**src/rtl/nams_pkg.sv**
```systemverilog
package nams_pkg;
  // decimal switch codes
  localparam logic [9:0] SW_DEFAULT   = 10'h000;
  localparam logic [9:0] SW_STAT_MIN  = 10'h002;
  localparam logic [9:0] SW_STAT_MAX  = 10'h0FE;
  localparam logic [9:0] SW_BOOTP     = 10'h12C;
  localparam logic [9:0] SW_DHCP      = 10'h190;
  localparam logic [9:0] SW_TOOL      = 10'h1F4;
  localparam logic [9:0] SW_DHCP_ONCE = 10'h258;
  localparam logic [9:0] SW_FACTORY   = 10'h384;
  // default network settings
  localparam logic [31:0] DEF_IP      = 32'hC0A801FE;
  localparam logic [31:0] DEF_MASK    = 32'hFFFFFF00;
  localparam logic [31:0] DEF_GW      = 32'hC0A80101;
  // button debounce time
  localparam int DEBOUNCE_NS  = 10000000;
  localparam int CLK_NS       = 50;
  localparam int DEBOUNCE_CYC = DEBOUNCE_NS / CLK_NS;

  typedef enum logic [3:0] {
    NAMS_NONE     = 4'h0,
    NAMS_STATIC   = 4'h1,
    NAMS_BOOTP    = 4'h2,
    NAMS_DHCP     = 4'h3,
    NAMS_TOOL     = 4'h4,
    NAMS_ONCE     = 4'h5,
    NAMS_DEFAULT  = 4'h6,
    NAMS_FACTORY  = 4'h7,
    NAMS_UNUSED   = 4'h8
  } nams_mode_e;

  typedef enum logic [2:0] {
    NAMS_ST_SAMPLE = 3'h0,
    NAMS_ST_LOAD   = 3'h1,
    NAMS_ST_RUN    = 3'h2,
    NAMS_ST_STORE  = 3'h3,
    NAMS_ST_ERASE  = 3'h4
  } nams_state_e;
endpackage

```
**src/rtl/nams_top.sv**
```systemverilog
module nams_top #(
  parameter bit HAS_SWITCHES = 1'b1,
  parameter int DEBOUNCE     = nams_pkg::DEBOUNCE_CYC
) (
  // clock and reset
  input  wire logic        clk_in,
  input  wire logic        reset_in,
  // rotary switches, bcd digits, and push button
  input  wire logic [3:0]  sw_hund_in,
  input  wire logic [3:0]  sw_tens_in,
  input  wire logic [3:0]  sw_ones_in,
  input  wire logic        button_in,
  // nonvolatile store
  input  wire logic [31:0] nv_ip_in,
  input  wire logic [31:0] nv_mask_in,
  input  wire logic [31:0] nv_gw_in,
  input  wire logic        nv_once_done_in,
  input  wire logic        nv_ready_in,
  output logic             nv_read_out,
  output logic             nv_write_out,
  output logic             nv_erase_out,
  output logic             nv_once_done_out,
  // address server client
  input  wire logic        srv_bound_in,
  input  wire logic [31:0] srv_ip_in,
  input  wire logic [31:0] srv_mask_in,
  input  wire logic        tool_write_in,
  input  wire logic [31:0] tool_ip_in,
  input  wire logic [31:0] tool_mask_in,
  input  wire logic [31:0] tool_gw_in,
  output logic             bootp_en_out,
  output logic             dhcp_en_out,
  // resulting settings
  output logic [31:0]      ip_out,
  output logic [31:0]      mask_out,
  output logic [31:0]      gw_out,
  output logic [31:0]      store_ip_out,
  output logic [31:0]      store_mask_out,
  output logic [31:0]      store_gw_out,
  output logic [3:0]       mode_out,
  output logic             restart_out,
  output logic             ready_out
);

  typedef struct packed {
    logic [3:0]  h1, t1, o1;
    logic [3:0]  h2, t2, o2;
    logic        b1, b2, b_last;
    logic [23:0] db_cnt;
    logic        b_stable;
    nams_pkg::nams_state_e st;
    nams_pkg::nams_mode_e  mode;
    logic [9:0]  sw_val;
    logic        nv_read, nv_write, nv_erase, nv_once;
    logic        bootp_en, dhcp_en;
    logic [31:0] ip, mask, gw;
    logic [31:0] s_ip, s_mask, s_gw;
    logic        restart, ready;
  } nams_state_s;

  nams_state_s q, d;

  function automatic logic [9:0] nams_bcd(input logic [3:0] h, input logic [3:0] t,
                                          input logic [3:0] o);
    nams_bcd = 10'(h * 100) + 10'(t * 10) + 10'(o);
  endfunction

  function automatic nams_pkg::nams_mode_e nams_decode(input logic [9:0] v);
    if (v == nams_pkg::SW_DEFAULT) begin
      nams_decode = nams_pkg::NAMS_DEFAULT;
    end else if (v >= 10'h001 && v <= 10'h0FF) begin
      nams_decode = nams_pkg::NAMS_STATIC;
    end else if (v == nams_pkg::SW_BOOTP) begin
      nams_decode = nams_pkg::NAMS_BOOTP;
    end else if (v == nams_pkg::SW_DHCP) begin
      nams_decode = nams_pkg::NAMS_DHCP;
    end else if (v == nams_pkg::SW_TOOL) begin
      nams_decode = nams_pkg::NAMS_TOOL;
    end else if (v == nams_pkg::SW_DHCP_ONCE) begin
      nams_decode = nams_pkg::NAMS_ONCE;
    end else if (v == nams_pkg::SW_FACTORY) begin
      nams_decode = nams_pkg::NAMS_FACTORY;
    end else begin
      nams_decode = nams_pkg::NAMS_UNUSED;
    end
  endfunction

  logic server_mode;
  assign server_mode = (q.mode == nams_pkg::NAMS_BOOTP) || (q.mode == nams_pkg::NAMS_DHCP) ||
                       (q.mode == nams_pkg::NAMS_ONCE);

  always_comb begin
    d = q;
    // pins pass two flops before use
    d.h1 = sw_hund_in;
    d.t1 = sw_tens_in;
    d.o1 = sw_ones_in;
    d.h2 = q.h1;
    d.t2 = q.t1;
    d.o2 = q.o1;
    d.b1 = button_in;
    d.b2 = q.b1;
    d.nv_read = 1'b0;
    d.nv_write = 1'b0;
    d.nv_erase = 1'b0;
    d.restart = 1'b0;
    // debounce the button so contact bounce cannot retrigger a restart
    if (q.b2 != q.b_last) begin
      d.b_last = q.b2;
      d.db_cnt = '0;
    end else if (q.db_cnt != 24'(DEBOUNCE)) begin
      d.db_cnt = q.db_cnt + 24'h000001;
    end else begin
      d.b_stable = q.b_last;
    end
    case (q.st)
      nams_pkg::NAMS_ST_SAMPLE: begin
        // wait for the switch synchroniser to fill, then latch once
        if (q.db_cnt == 24'h000003) begin
          d.sw_val = nams_bcd(q.h2, q.t2, q.o2);
          d.mode = HAS_SWITCHES ? nams_decode(nams_bcd(q.h2, q.t2, q.o2))
                                : nams_pkg::NAMS_ONCE;
          d.st = nams_pkg::NAMS_ST_LOAD;
          d.nv_read = 1'b1;
        end
      end
      nams_pkg::NAMS_ST_LOAD: begin
        if (nv_ready_in) begin
          // every mode except default and factory starts from the stored settings
          d.ip = nv_ip_in;
          d.mask = nv_mask_in;
          d.gw = nv_gw_in;
          d.nv_once = nv_once_done_in;
          d.s_ip = nv_ip_in;
          d.s_mask = nv_mask_in;
          d.s_gw = nv_gw_in;
          d.st = nams_pkg::NAMS_ST_RUN;
          d.ready = 1'b1;
          case (q.mode)
            nams_pkg::NAMS_STATIC: begin
              d.ip = {nv_ip_in[31:8], q.sw_val[7:0]};
            end
            nams_pkg::NAMS_BOOTP: begin
              d.bootp_en = 1'b1;
            end
            nams_pkg::NAMS_DHCP: begin
              d.dhcp_en = 1'b1;
            end
            nams_pkg::NAMS_ONCE: begin
              d.dhcp_en = !nv_once_done_in;
            end
            nams_pkg::NAMS_DEFAULT, nams_pkg::NAMS_FACTORY: begin
              d.ip = nams_pkg::DEF_IP;
              d.mask = nams_pkg::DEF_MASK;
              d.gw = nams_pkg::DEF_GW;
              d.s_ip = nams_pkg::DEF_IP;
              d.s_mask = nams_pkg::DEF_MASK;
              d.s_gw = nams_pkg::DEF_GW;
              d.nv_once = 1'b0;
              d.ready = 1'b0;
              d.st = (q.mode == nams_pkg::NAMS_FACTORY) ? nams_pkg::NAMS_ST_ERASE
                                                         : nams_pkg::NAMS_ST_STORE;
            end
            default: begin
              d.bootp_en = 1'b0;
              d.dhcp_en = 1'b0;
            end
          endcase
        end
      end
      nams_pkg::NAMS_ST_ERASE: begin
        d.nv_erase = 1'b1;
        d.st = nams_pkg::NAMS_ST_STORE;
      end
      nams_pkg::NAMS_ST_STORE: begin
        d.nv_write = 1'b1;
        d.ready = 1'b1;
        d.st = nams_pkg::NAMS_ST_RUN;
      end
      nams_pkg::NAMS_ST_RUN: begin
        if (server_mode && srv_bound_in && (q.bootp_en || q.dhcp_en)) begin
          d.ip = srv_ip_in;
          d.mask = srv_mask_in;
          d.s_ip = srv_ip_in;
          d.s_mask = srv_mask_in;
          d.s_gw = q.gw;
          d.nv_write = 1'b1;
          if (q.mode == nams_pkg::NAMS_ONCE) begin
            d.dhcp_en = 1'b0;
            d.nv_once = 1'b1;
          end
        end else if (q.mode == nams_pkg::NAMS_TOOL && tool_write_in) begin
          d.ip = tool_ip_in;
          d.mask = tool_mask_in;
          d.gw = tool_gw_in;
          d.s_ip = tool_ip_in;
          d.s_mask = tool_mask_in;
          d.s_gw = tool_gw_in;
          d.nv_write = 1'b1;
        end
      end
      default: begin
        d.st = nams_pkg::NAMS_ST_SAMPLE;
      end
    endcase
    // a debounced press restarts everything: it resamples the switches, or with HAS_SWITCHES off it enters factory mode
    if (d.b_stable && !q.b_stable) begin
      d.restart = 1'b1;
      d.ready = 1'b0;
      d.bootp_en = 1'b0;
      d.dhcp_en = 1'b0;
      d.nv_write = 1'b0;
      d.nv_erase = 1'b0;
      d.nv_read = 1'b0;
      d.db_cnt = '0;
      d.st = nams_pkg::NAMS_ST_SAMPLE;
      if (!HAS_SWITCHES) begin
        d.mode = nams_pkg::NAMS_FACTORY;
        d.st = nams_pkg::NAMS_ST_LOAD;
        d.nv_read = 1'b1;
      end
    end
  end

  always_ff @(posedge clk_in) begin
    if (reset_in) begin
      q <= '0;
    end else begin
      q <= d;
    end
  end

  assign nv_read_out      = q.nv_read;
  assign nv_write_out     = q.nv_write;
  assign nv_erase_out     = q.nv_erase;
  assign nv_once_done_out = q.nv_once;
  assign bootp_en_out     = q.bootp_en;
  assign dhcp_en_out      = q.dhcp_en;
  assign ip_out           = q.ip;
  assign mask_out         = q.mask;
  assign gw_out           = q.gw;
  assign store_ip_out     = q.s_ip;
  assign store_mask_out   = q.s_mask;
  assign store_gw_out     = q.s_gw;
  assign mode_out         = q.mode;
  assign restart_out      = q.restart;
  assign ready_out        = q.ready;

endmodule

```
**config.mk**
```make
export PLATFORM = sky130hd
export DESIGN_NAME = nams_top
export DESIGN_NICKNAME = d
export VERILOG_FILES = /design/src/rtl/nams_pkg.sv /design/src/rtl/nams_top.sv
export SDC_FILE = /design/constraint.sdc
export NUM_CORES = 1
export LEC_CHECK = 0
export BUFFER_PORTS_ARGS = -buffer_cell sky130_fd_sc_hd__buf_4
export CAP_MARGIN = 5
export CORE_AREA = 3 3 185 187
export CTS_BUF_LIST = sky130_fd_sc_hd__clkbuf_16
export CTS_CLUSTER_SIZE = 24
export DETAILED_ROUTE_END_ITERATION = 12
export DIE_AREA = 0 0 188 190
export SYNTH_ARGS = -nofsm -noshare
export SYNTH_HDL_FRONTEND = slang
export SYNTH_SLANG_ARGS = --single-unit
```
**constraint.sdc**
```tcl
create_clock -name clk_in -period 7.74 [get_ports clk_in]
set_input_delay 0.774 -clock clk_in [delete_from_list [all_inputs] [get_ports clk_in]]
set_output_delay 0.774 -clock clk_in [all_outputs]
set_load 0.02 [all_outputs]
```
==> metrics, run 1 <==
vias in the first global route 10806; Critical Path, Cell by Cell nand3b_1 -> a2111oi_2 -> buf_4 -> nor2b_1 -> o21ai_4 -> buf_4 -> buf_4 -> o21ai_0 -> a21oi_1 -> nor3_1; largest net degree at the start of global routing a little under 100; DR vias/cell 5.31; DR DRC count 0; Die ar. 35700 µm²; Placed Area roughly 15000 µm²; Top delay family on crit path buffers and inverters; # hold bufs at CTS 0; post-CTS setup repair buffer count 0; PortBufs 478; number of flops mapped to enable cells by yosys 0; DR WL/cell 20.3 µm; most frequent cells after synthesis dfxtp_1 (229), nor2_1 (216), buf_4 (214), nor3_1 (79), a21oi_1 (77); Max Buffers Root-to-Sink 3; GP Congestion 0.846; CTS HTree Levels 1; Internal Pwr Total 2.20 mW; antenna-violating nets left 0; fmax 254 MHz; Cell Area, Synth 12300 µm²; pre-CTS WS 3.69 ns; RSZ-0062 raised after global routing no; quantity of gates resized following cts 0; drt first pass iters 5; Rel. slew slack 31.9%; DIE WIDTH 188 µm; Clk network pwr share 42.6%; Syn. warnings 0; final hold slack 0.434 ns; clk_skew 0.0249 ns; final instance area about 15000 µm²; CP endpoint kind flop; Post-Synthesis Cells 1437; Layout area overhead 25.9%; maxcap violations 0; TritonCTS clock tree built; Fin. Hold Viols 0; final worst path period need 3.94 ns; PD cells 193 nW/µm²; most common cell in the netlist dfxtp_1; Crit Path Max Fanout 92; met2 wire length 20.9 mm; Final #Nets 1964; top cell type's share of synthesized area between 30% and 40%; Hold Crit Class flop to flop; Switching Fraction 26.4%; Core Rows 66; dpl hpwl 31.4 mm; top layer in use met4; Power, Total 2.99 mW; leakage dissipation about 6.4 nW; core footprint 32600 µm²; register area 4580 µm²; area leader, netlist dfxtp_1; syn_area_per_cell approximately 8.6 µm²; crit path max-delay cell type buf_4; fraction of layout cells with a size suffix above 1 32.9%; CP Launch Type flop; Seq pwr share 41.9%; CTS buffer count 27; final setup violation count 0; Cell variety after synth 65; initial antenna violation count 3; run status finished, final reports clean; M1 wire length between 15 and 20 mm; DR iter-0 viols between 800 and 900; peak per-stage delay on the critical path 0.77 ns; Worst Tran Pin Value 1.02 ns; Sum Neg Setup Slack 0 ns; Critical Path Most Common Cell buf_4; fin. max-slew vios 0; placed insts 2072; category of the most critical setup path flop to flop; fin crit share 50.9%; Sinks on Clock Net 229; die span in y roughly 190 µm; net count after synthesis 1742; fin cells roughly 2100; Multi-input gate area 5700 µm²; crit path DAT 4.32 ns; drt total wl 43.0 mm; async set-reset flop share out of synthesis 0%; Initial Util 37.7%; met3 wire length 3.34 mm; GRT Resource Usage Total 22.5%; post-synthesis sequential area ratio 37.3%; Layout Utilization 47.4%; switching pwr 0.788 mW; Worst Path Buf+Inv 3; peak supply drop between 0.0001 and 0.00015 V; final worst slack ~3.8 ns; predominant post-synthesis flop cell dfxtp_1; num ports 479; total congestion overflow 0; total vias in the final route 11283; #FFs+latches synth 229; Root Buffer clkbuf_16; Skew-Pair Late Insertion Delay 0.54 ns; critical path required time 8.12 ns; first-pass GRT wire length 64.5 mm; Area contributors post-synth dfxtp_1 (37%), buf_4 (13%), nor2_1 (6.6%); Worst-path clk slew 0.06 ns; # fillers 3211; fraction of power consumed by combinational cells 15.5%
==> power groups by stage <==
stage | registers [mW] | logic (mW) | clock network, mW
after floorplan | 1.27 | 0.286 | 0
after global placement | 1.28 | 0.458 | 0
after detailed placement | 1.28 | 0.462 | 0
after CTS | 1.25 | 0.463 | 1.30
after global routing | 1.26 | 0.500 | 1.35
final | 1.25 | 0.461 | 1.27
==> sequential cells by signal (all words and copies together) (netlist names), 4 cells and up <==
signal and flops:
d 13, gw_out 32, ip_out 32, mask_out 32, mode_out 4, q 50, store_gw_out 32, store_ip_out 26
==> area by class of cell <==
type / instances / share of cell area (%)
multi-input combinational: 893 / 36.8
antenna: 3 / 0.0485
clock inverter: 22 / 1.28
inverter: 17 / 0.412
clock buffer: 27 / 4.37
timing repair buffer: 491 / 23.8
tap: 442 / 3.57
sequential: 229 / 29.6
==> worst register-to-register path, stage by stage (launching register included) <==
cell and delay [ns]:
dfxtp_1 0.52, nand3b_1 0.14, a2111oi_2 0.37, buf_4 0.60, nor2b_1 0.25, o21ai_4 0.18, buf_4 0.42, buf_4 0.80
o21ai_0 0.29, a21oi_1 0.17, nor3_1 0.07
==> cell usage in the layout, fill, tap and decap left out, types with 26 or more instances in the layout <==
cell,instances
a22oi_1,30
nor2_1,214
a221oi_1,32
a222oi_1,26
o21ai_0,73
buf_4,490
a311oi_1,30
dfxtp_1,229
nor2b_1,32
nor3_1,79
clkbuf_16,27
mux2i_1,40
nand2_1,26
o21a_1,40
a21oi_1,76
==> routing by layer <==
layer | vias up | GRT usage, %
li1 | 5390 | -
met1 | 5376 | 28.5
met2 | 452 | 38.2
met3 | 65 | 5.23
met4 | 0 | 6.49
met5 | - | 0
==> cell families after synthesis <==
group	count (synthesis)	share of synthesized area (%)
AND/OR/NAND/NOR	417	15.7
AO/OA/AOI/OAI	371	21.1
buffers and inverters	315	16.7
flip-flops	229	37.3
multiplexers	41	3.35
XOR/XNOR	34	2.42
adder cells (fa/ha/maj)	30	3.36
==> final timing paths <==
check	start	end	slack [ns]	cells past startpoint
max	mode_out[0]	store_gw_out[28]	3.80	10
min	d[251]	q[251]	0.43	1
max reg2reg	mode_out[0]	store_gw_out[28]	3.80	10
min reg2reg	d[251]	q[251]	0.43	1
Note: power is estimated with default switching activity, not from simulation.
==> run 2, diff against run 1 <==
clock period = 3.93 ns   (was 7.74 ns; I/O delays follow)
==> run 2 against run 1 <==
  * Non-clock buffer count increased by 8
  * Global-route usage increased by 0.051 points
  * Combinational power increased by 98%
  * Clock-buffer cell count increased by 2
  * Final cell count increased by 0.52%
  * Critical path depth increased by 3
  * Cell area increased by 0.83%
  * Via count increased by 0.31%
  * Die area unchanged
  * Utilization increased by 0.40 points
  * Critical endpoint is now mode_out[3]
  * Largest cell class unchanged
  * Highest routed layer unchanged
==> metrics, run 2 (synthesis gave the netlist of run 1 again) <==
run status finished, final reports clean; GRT Resource Usage Total 22.5%; Reg2Reg Launch Point q[250]; Fin. Hold Viols 0; reg2reg path depth 13; FF-to-FF End mode_out[3]; CTS HTree Levels 1; CP Launch Type flop; Initial Util 37.7%; TritonCTS clock tree built; post-CTS setup repair buffer count 0; GP Congestion 0.857; Root Buffer clkbuf_16; Largest Register q; PD cells 378 nW/µm²; Skew-Pair Late Insertion Delay 0.53 ns; # fillers ~3100; DR DRC count 0; register area 4580 µm²; Worst Path Buf+Inv 0; Die ar. 35700 µm²; total vias in the final route 11318; leakage dissipation 6.47 nW; Top delay family on crit path adder cells; CTS buffer count 28; Layout area overhead 26.9%; commonest non-fill, non-tap cell in the layout buf_4; maxcap violations 0; PortBufs 478; Levels on crit path 13; Critical Path, Cell by Cell ha_1 -> ha_1 -> fa_1 -> xor2_1 -> ha_1 -> ha_1 -> and3_1 -> o2bb2ai_1 -> xor2_1 -> nor3_1 -> nand4_1 -> o2bb2ai_1 -> a31o_1; total congestion overflow 0; initial antenna violation count 5; crit path DAT 4.14 ns; Sinks on Clock Net roughly 230; num ports around 480; Final #Nets 1973; final worst path period need 3.71 ns; fin crit share 94.5%; clk_skew ~0.0083 ns; peak supply drop 0.000285 V; R2R setup slack approximately 0.22 ns; critical path required time 4.36 ns; fmax 269 MHz; Sum Neg Setup Slack 0 ns; Worst Hold Depth 2; Max Buffers Root-to-Sink 3; largest net degree at the start of global routing 112; DIE WIDTH 188 µm; CP endpoint kind flop; Worst Tran Pin Value 1.03 ns; DR WL/cell ~20 µm; most frequent cells in the layout buf_4 (495), dfxtp_1 (229), nor2_1 (213); CP startpoint q[250]; final setup violation count 0; RSZ-0062 raised after global routing no; max reg flops 50; peak per-stage delay on the critical path 0.51 ns; drt first pass iters 9; category of the most critical setup path flop to flop; core footprint 32600 µm²; Critical Path Sink mode_out[3]; Crit Path Max Fanout 7; dpl hpwl 32.0 mm; fin. max-slew vios 0; Rel. slew slack 31.3%; drt total wl 43.3 mm; vias in the first global route between 10000 and 15000; first-pass GRT wire length 64.3 mm; fraction of layout cells with a size suffix above 1 33.4%; Worst-path clk slew 0.06 ns; die span in y 190 µm; crit path max-delay cell type nor3_1; DR vias/cell 5.30; Power, Total between 5 and 6 mW; Multi-input gate area 5710 µm²; antenna-violating nets left 0; Core Rows 66; final hold slack 0.0724 ns; Hold Crit Class input port to flop; Critical Path Most Common Cell ha_1; DR iter-0 viols 605
[run 2: cell types whose count changed in the layout (fill, tap and decap cells not counted), sizes merged]
cell / before / now
buf: 491 / 499
bufinv: 4 / 3
clkbuf: 27 / 29
clkinv: 11 / 12
diode: 3 / 5
inv: 24 / 23
[run 2: worst min-delay path by stage]
stage	from	end	slack [ns]
finish	sw_ones_in[1]	d[246]	0.07
global route	sw_ones_in[1]	d[246]	0.05
CTS	sw_hund_in[0]	d[253]	0.04
detailed placement	d[246]	q[246]	0.42
global placement	d[245]	q[245]	0.42
floorplan	d[243]	q[243]	0.41
[run 2: metal layers]
layer / vias up / global-route usage [%] / share of wire (%)
met5: - / 0 / 0
met4: 0 / 8.66 / 3.5
met3: 73 / 5.01 / 7.7
met2: 458 / 37.3 / 47
met1: 5376 / 28.7 / 41
li1: 5411 / - / -
[run 2: final cells by class]
type | count | area share, %
diodes | 5 | 0.0802
multi-input cells | 893 | 36.6
well taps | 442 | 3.55
repair buffers | 499 | 24.3
inverters | 17 | 0.409
flip-flops and latches | 229 | 29.4
clock inverters | 21 | 1.04
clock buffers | 29 | 4.65
[run 2: power by group]
part | leakage [nW] | internal [mW] | switching (mW)
clock | 0.460 | 1.51 | 1.01
sequential | 1.86 | 2.40 | 0.0610
combinational | 4.15 | 0.430 | 0.484
total | 6.47 | 4.35 | 1.55
[run 2: timing repair]
item,CTS,global route
resized for setup,0,3
endpoints found under the setup margin,0,2
hold buffers,0,0
[run 2: through the flow]
stage                     utilization, %  cells  area [µm²]  worst slack, ns
after floorplan                        -   1437       12300            0.564
after global placement              45.0   2080       14700            0.327
after detailed placement            45.0   2080       14700            0.251
after CTS                           47.8   2130       15600            0.243
after global routing                47.8   2135       15600          0.00181
final                               47.8   2135       15600            0.217
==> run 3, diff against run 2 <==
SETUP_SLACK_MARGIN = 0.3   (was unset)
==> run 3 against run 2 <==
  * Sequential power barely moved
  * Power rose by 0.33%
  * Via count barely moved
  * Cell area is 0.70% higher
  * Maximum frequency grew 6.5%
  * Largest power group unchanged
  * Clock power hardly changed
  * Wire length about the same
  * Sequential cell count unchanged
==> metrics, run 3 (synthesis gave the netlist of run 1 again) <==
initial antenna violation count 5; # hold bufs at CTS 0; Worst-path clk slew approximately 0.06 ns; commonest non-fill, non-tap cell in the layout buf_4; CTS HTree Levels 1; Layout Utilization between 40% and 50%; Initial Util roughly 38%; Top delay family on crit path adder cells; PortBufs about 480; worst hold start sw_ones_in[1]; Max Buffers Root-to-Sink 3; leakage dissipation roughly 6.5 nW; peak per-stage delay on the critical path 0.38 ns; vias in the first global route 10836; PD cells around 380 nW/µm²; most frequent cells in the layout buf_4 (496), dfxtp_1 (229), nor2_1 (213); Sinks on Clock Net 229; CP endpoint kind flop; first-pass GRT wire length 64.3 mm; maxcap violations 0; Fin. Hold Viols 0; DR vias/cell 5.30; peak supply drop 0.000285 V; largest net degree at the start of global routing between 100 and 150; Critical Path Most Common Cell ha_1; fin. max-slew vios 0; Rel. slew slack 30.6%; TritonCTS clock tree built; CP startpoint q[250]; crit path max-delay cell type fa_1; antenna-violating nets left 0; dpl hpwl about 32 mm; Skew-Pair Late Insertion Delay 0.53 ns; met3 Use GR 5.01%; DR WL/cell between 20 and 25 µm; RSZ-0062 raised after global routing no; Final #Nets just under 2000; Reg2Reg Launch Point q[250]; Die ar. 35700 µm²; Worst Tran Pin Value 1.04 ns; clk_skew around 0.0090 ns; GRT Resource Usage Total 22.5%; total congestion overflow 0; DR iter-0 viols 567; CTS buffer count 28; category of the most critical setup path flop to flop; drt first pass iters 7; Root Buffer clkbuf_16; fmax 287 MHz; DIE WIDTH 188 µm; met1 Use GR 28.7%; CP Launch Type flop; Critical Path, Cell by Cell ha_1 -> ha_1 -> fa_1 -> xor2_1 -> ha_1 -> ha_4 -> and3_1 -> o2bb2ai_1 -> xor2_2 -> or3_1 -> o22ai_2 -> a2111oi_2 -> nor4_1; max reg flops 50; drt total wl 43.3 mm; Largest Register q; R2R setup slack 0.44 ns; Worst Path Buf+Inv 0; fin crit share between 80% and 90%; run status finished, final reports clean; Hold Crit Class input port to flop; met2 usage between 30 and 40%; critical path required time 4.31 ns; DR DRC count 0; Layout area overhead 27.8%; total vias in the final route 11316; crit path DAT 3.86 ns; Crit Path Max Fanout 7; GP Congestion 0.857; fraction of layout cells with a size suffix above 1 about 34%; final worst path period need 3.49 ns; Sum Neg Setup Slack 0 ns; Most Used Layer, Global Route met2; num ports 479; die span in y 190 µm; Core Rows 66; final setup violation count 0; core footprint 32600 µm²
## run 3: what timing repair did
item | 4_1_cts | 5_1_grt
endpoints found under the setup margin | 3 | 4
buffers inserted | 0 | 1
pin swaps | 0 | 4
resized for setup | 3 | 18
## run 3: layer usage
| layer | share of wire (%) | up-vias |
|---|---|---|
| li1 | - | 5412 |
| met1 | 41 | 5367 |
| met2 | 47 | 464 |
| met3 | 7.5 | 73 |
| met4 | 3.5 | 0 |
| met5 | 0 | - |
## run 3: worst register-to-register path: stages, from the launching register on
cell and delay (ns):
dfxtp_1 0.33, ha_1 0.30, ha_1 0.23, fa_1 0.38, xor2_1 0.16, ha_1 0.31, ha_4 0.31, and3_1 0.15
o2bb2ai_1 0.16, xor2_2 0.32, or3_1 0.17, o22ai_2 0.07, a2111oi_2 0.36, nor4_1 0.08
## run 3: report_power, final
| part | total, mW | leakage, nW | switching (mW) | internal [mW] |
|---|---|---|---|---|
| sequential | 2.47 | 1.86 | 0.0609 | 2.40 |
| combinational | 0.934 | 4.16 | 0.494 | 0.439 |
| clock | 2.52 | 0.460 | 1.01 | 1.51 |
| total | 5.92 | 6.48 | 1.56 | 4.36 |
## run 3: through the flow
step | area, µm² | std cells | hold slack (ns) | power (mW) | setup slack, ns
floorplan | 12300 | 1437 | 0.414 | 3.06 | 0.564
global placement | 14700 | 2080 | 0.423 | 3.42 | 0.327
detailed placement | 14700 | 2080 | 0.422 | 3.43 | 0.251
CTS | 15600 | 2130 | 0.0445 | 5.98 | 0.312
global route | 15700 | 2136 | 0.0494 | 6.18 | 0.269
finish | 15700 | 2136 | 0.0725 | 5.92 | 0.442
## run 3: final timing paths
| kind | end | cells after the start |
|---|---|---|
| setup / recovery | mode_out[1] | 13 |
| hold / removal | d[246] | 2 |
| hold reg to reg | q[246] | 1 |
| setup reg to reg | mode_out[1] | 13 |
## run 3: layout make-up
type / count / area [µm²]
Clock inverter: 21 / 163
Sequential cell: 229 / 4580
Antenna cell: 5 / 12.5
Tap cell: 442 / 553
Multi-Input combinational cell: 893 / 5810
Timing Repair Buffer: 500 / 3790
Inverter: 17 / 63.8
Fill cell: 3143 / 16900
Clock buffer: 29 / 726
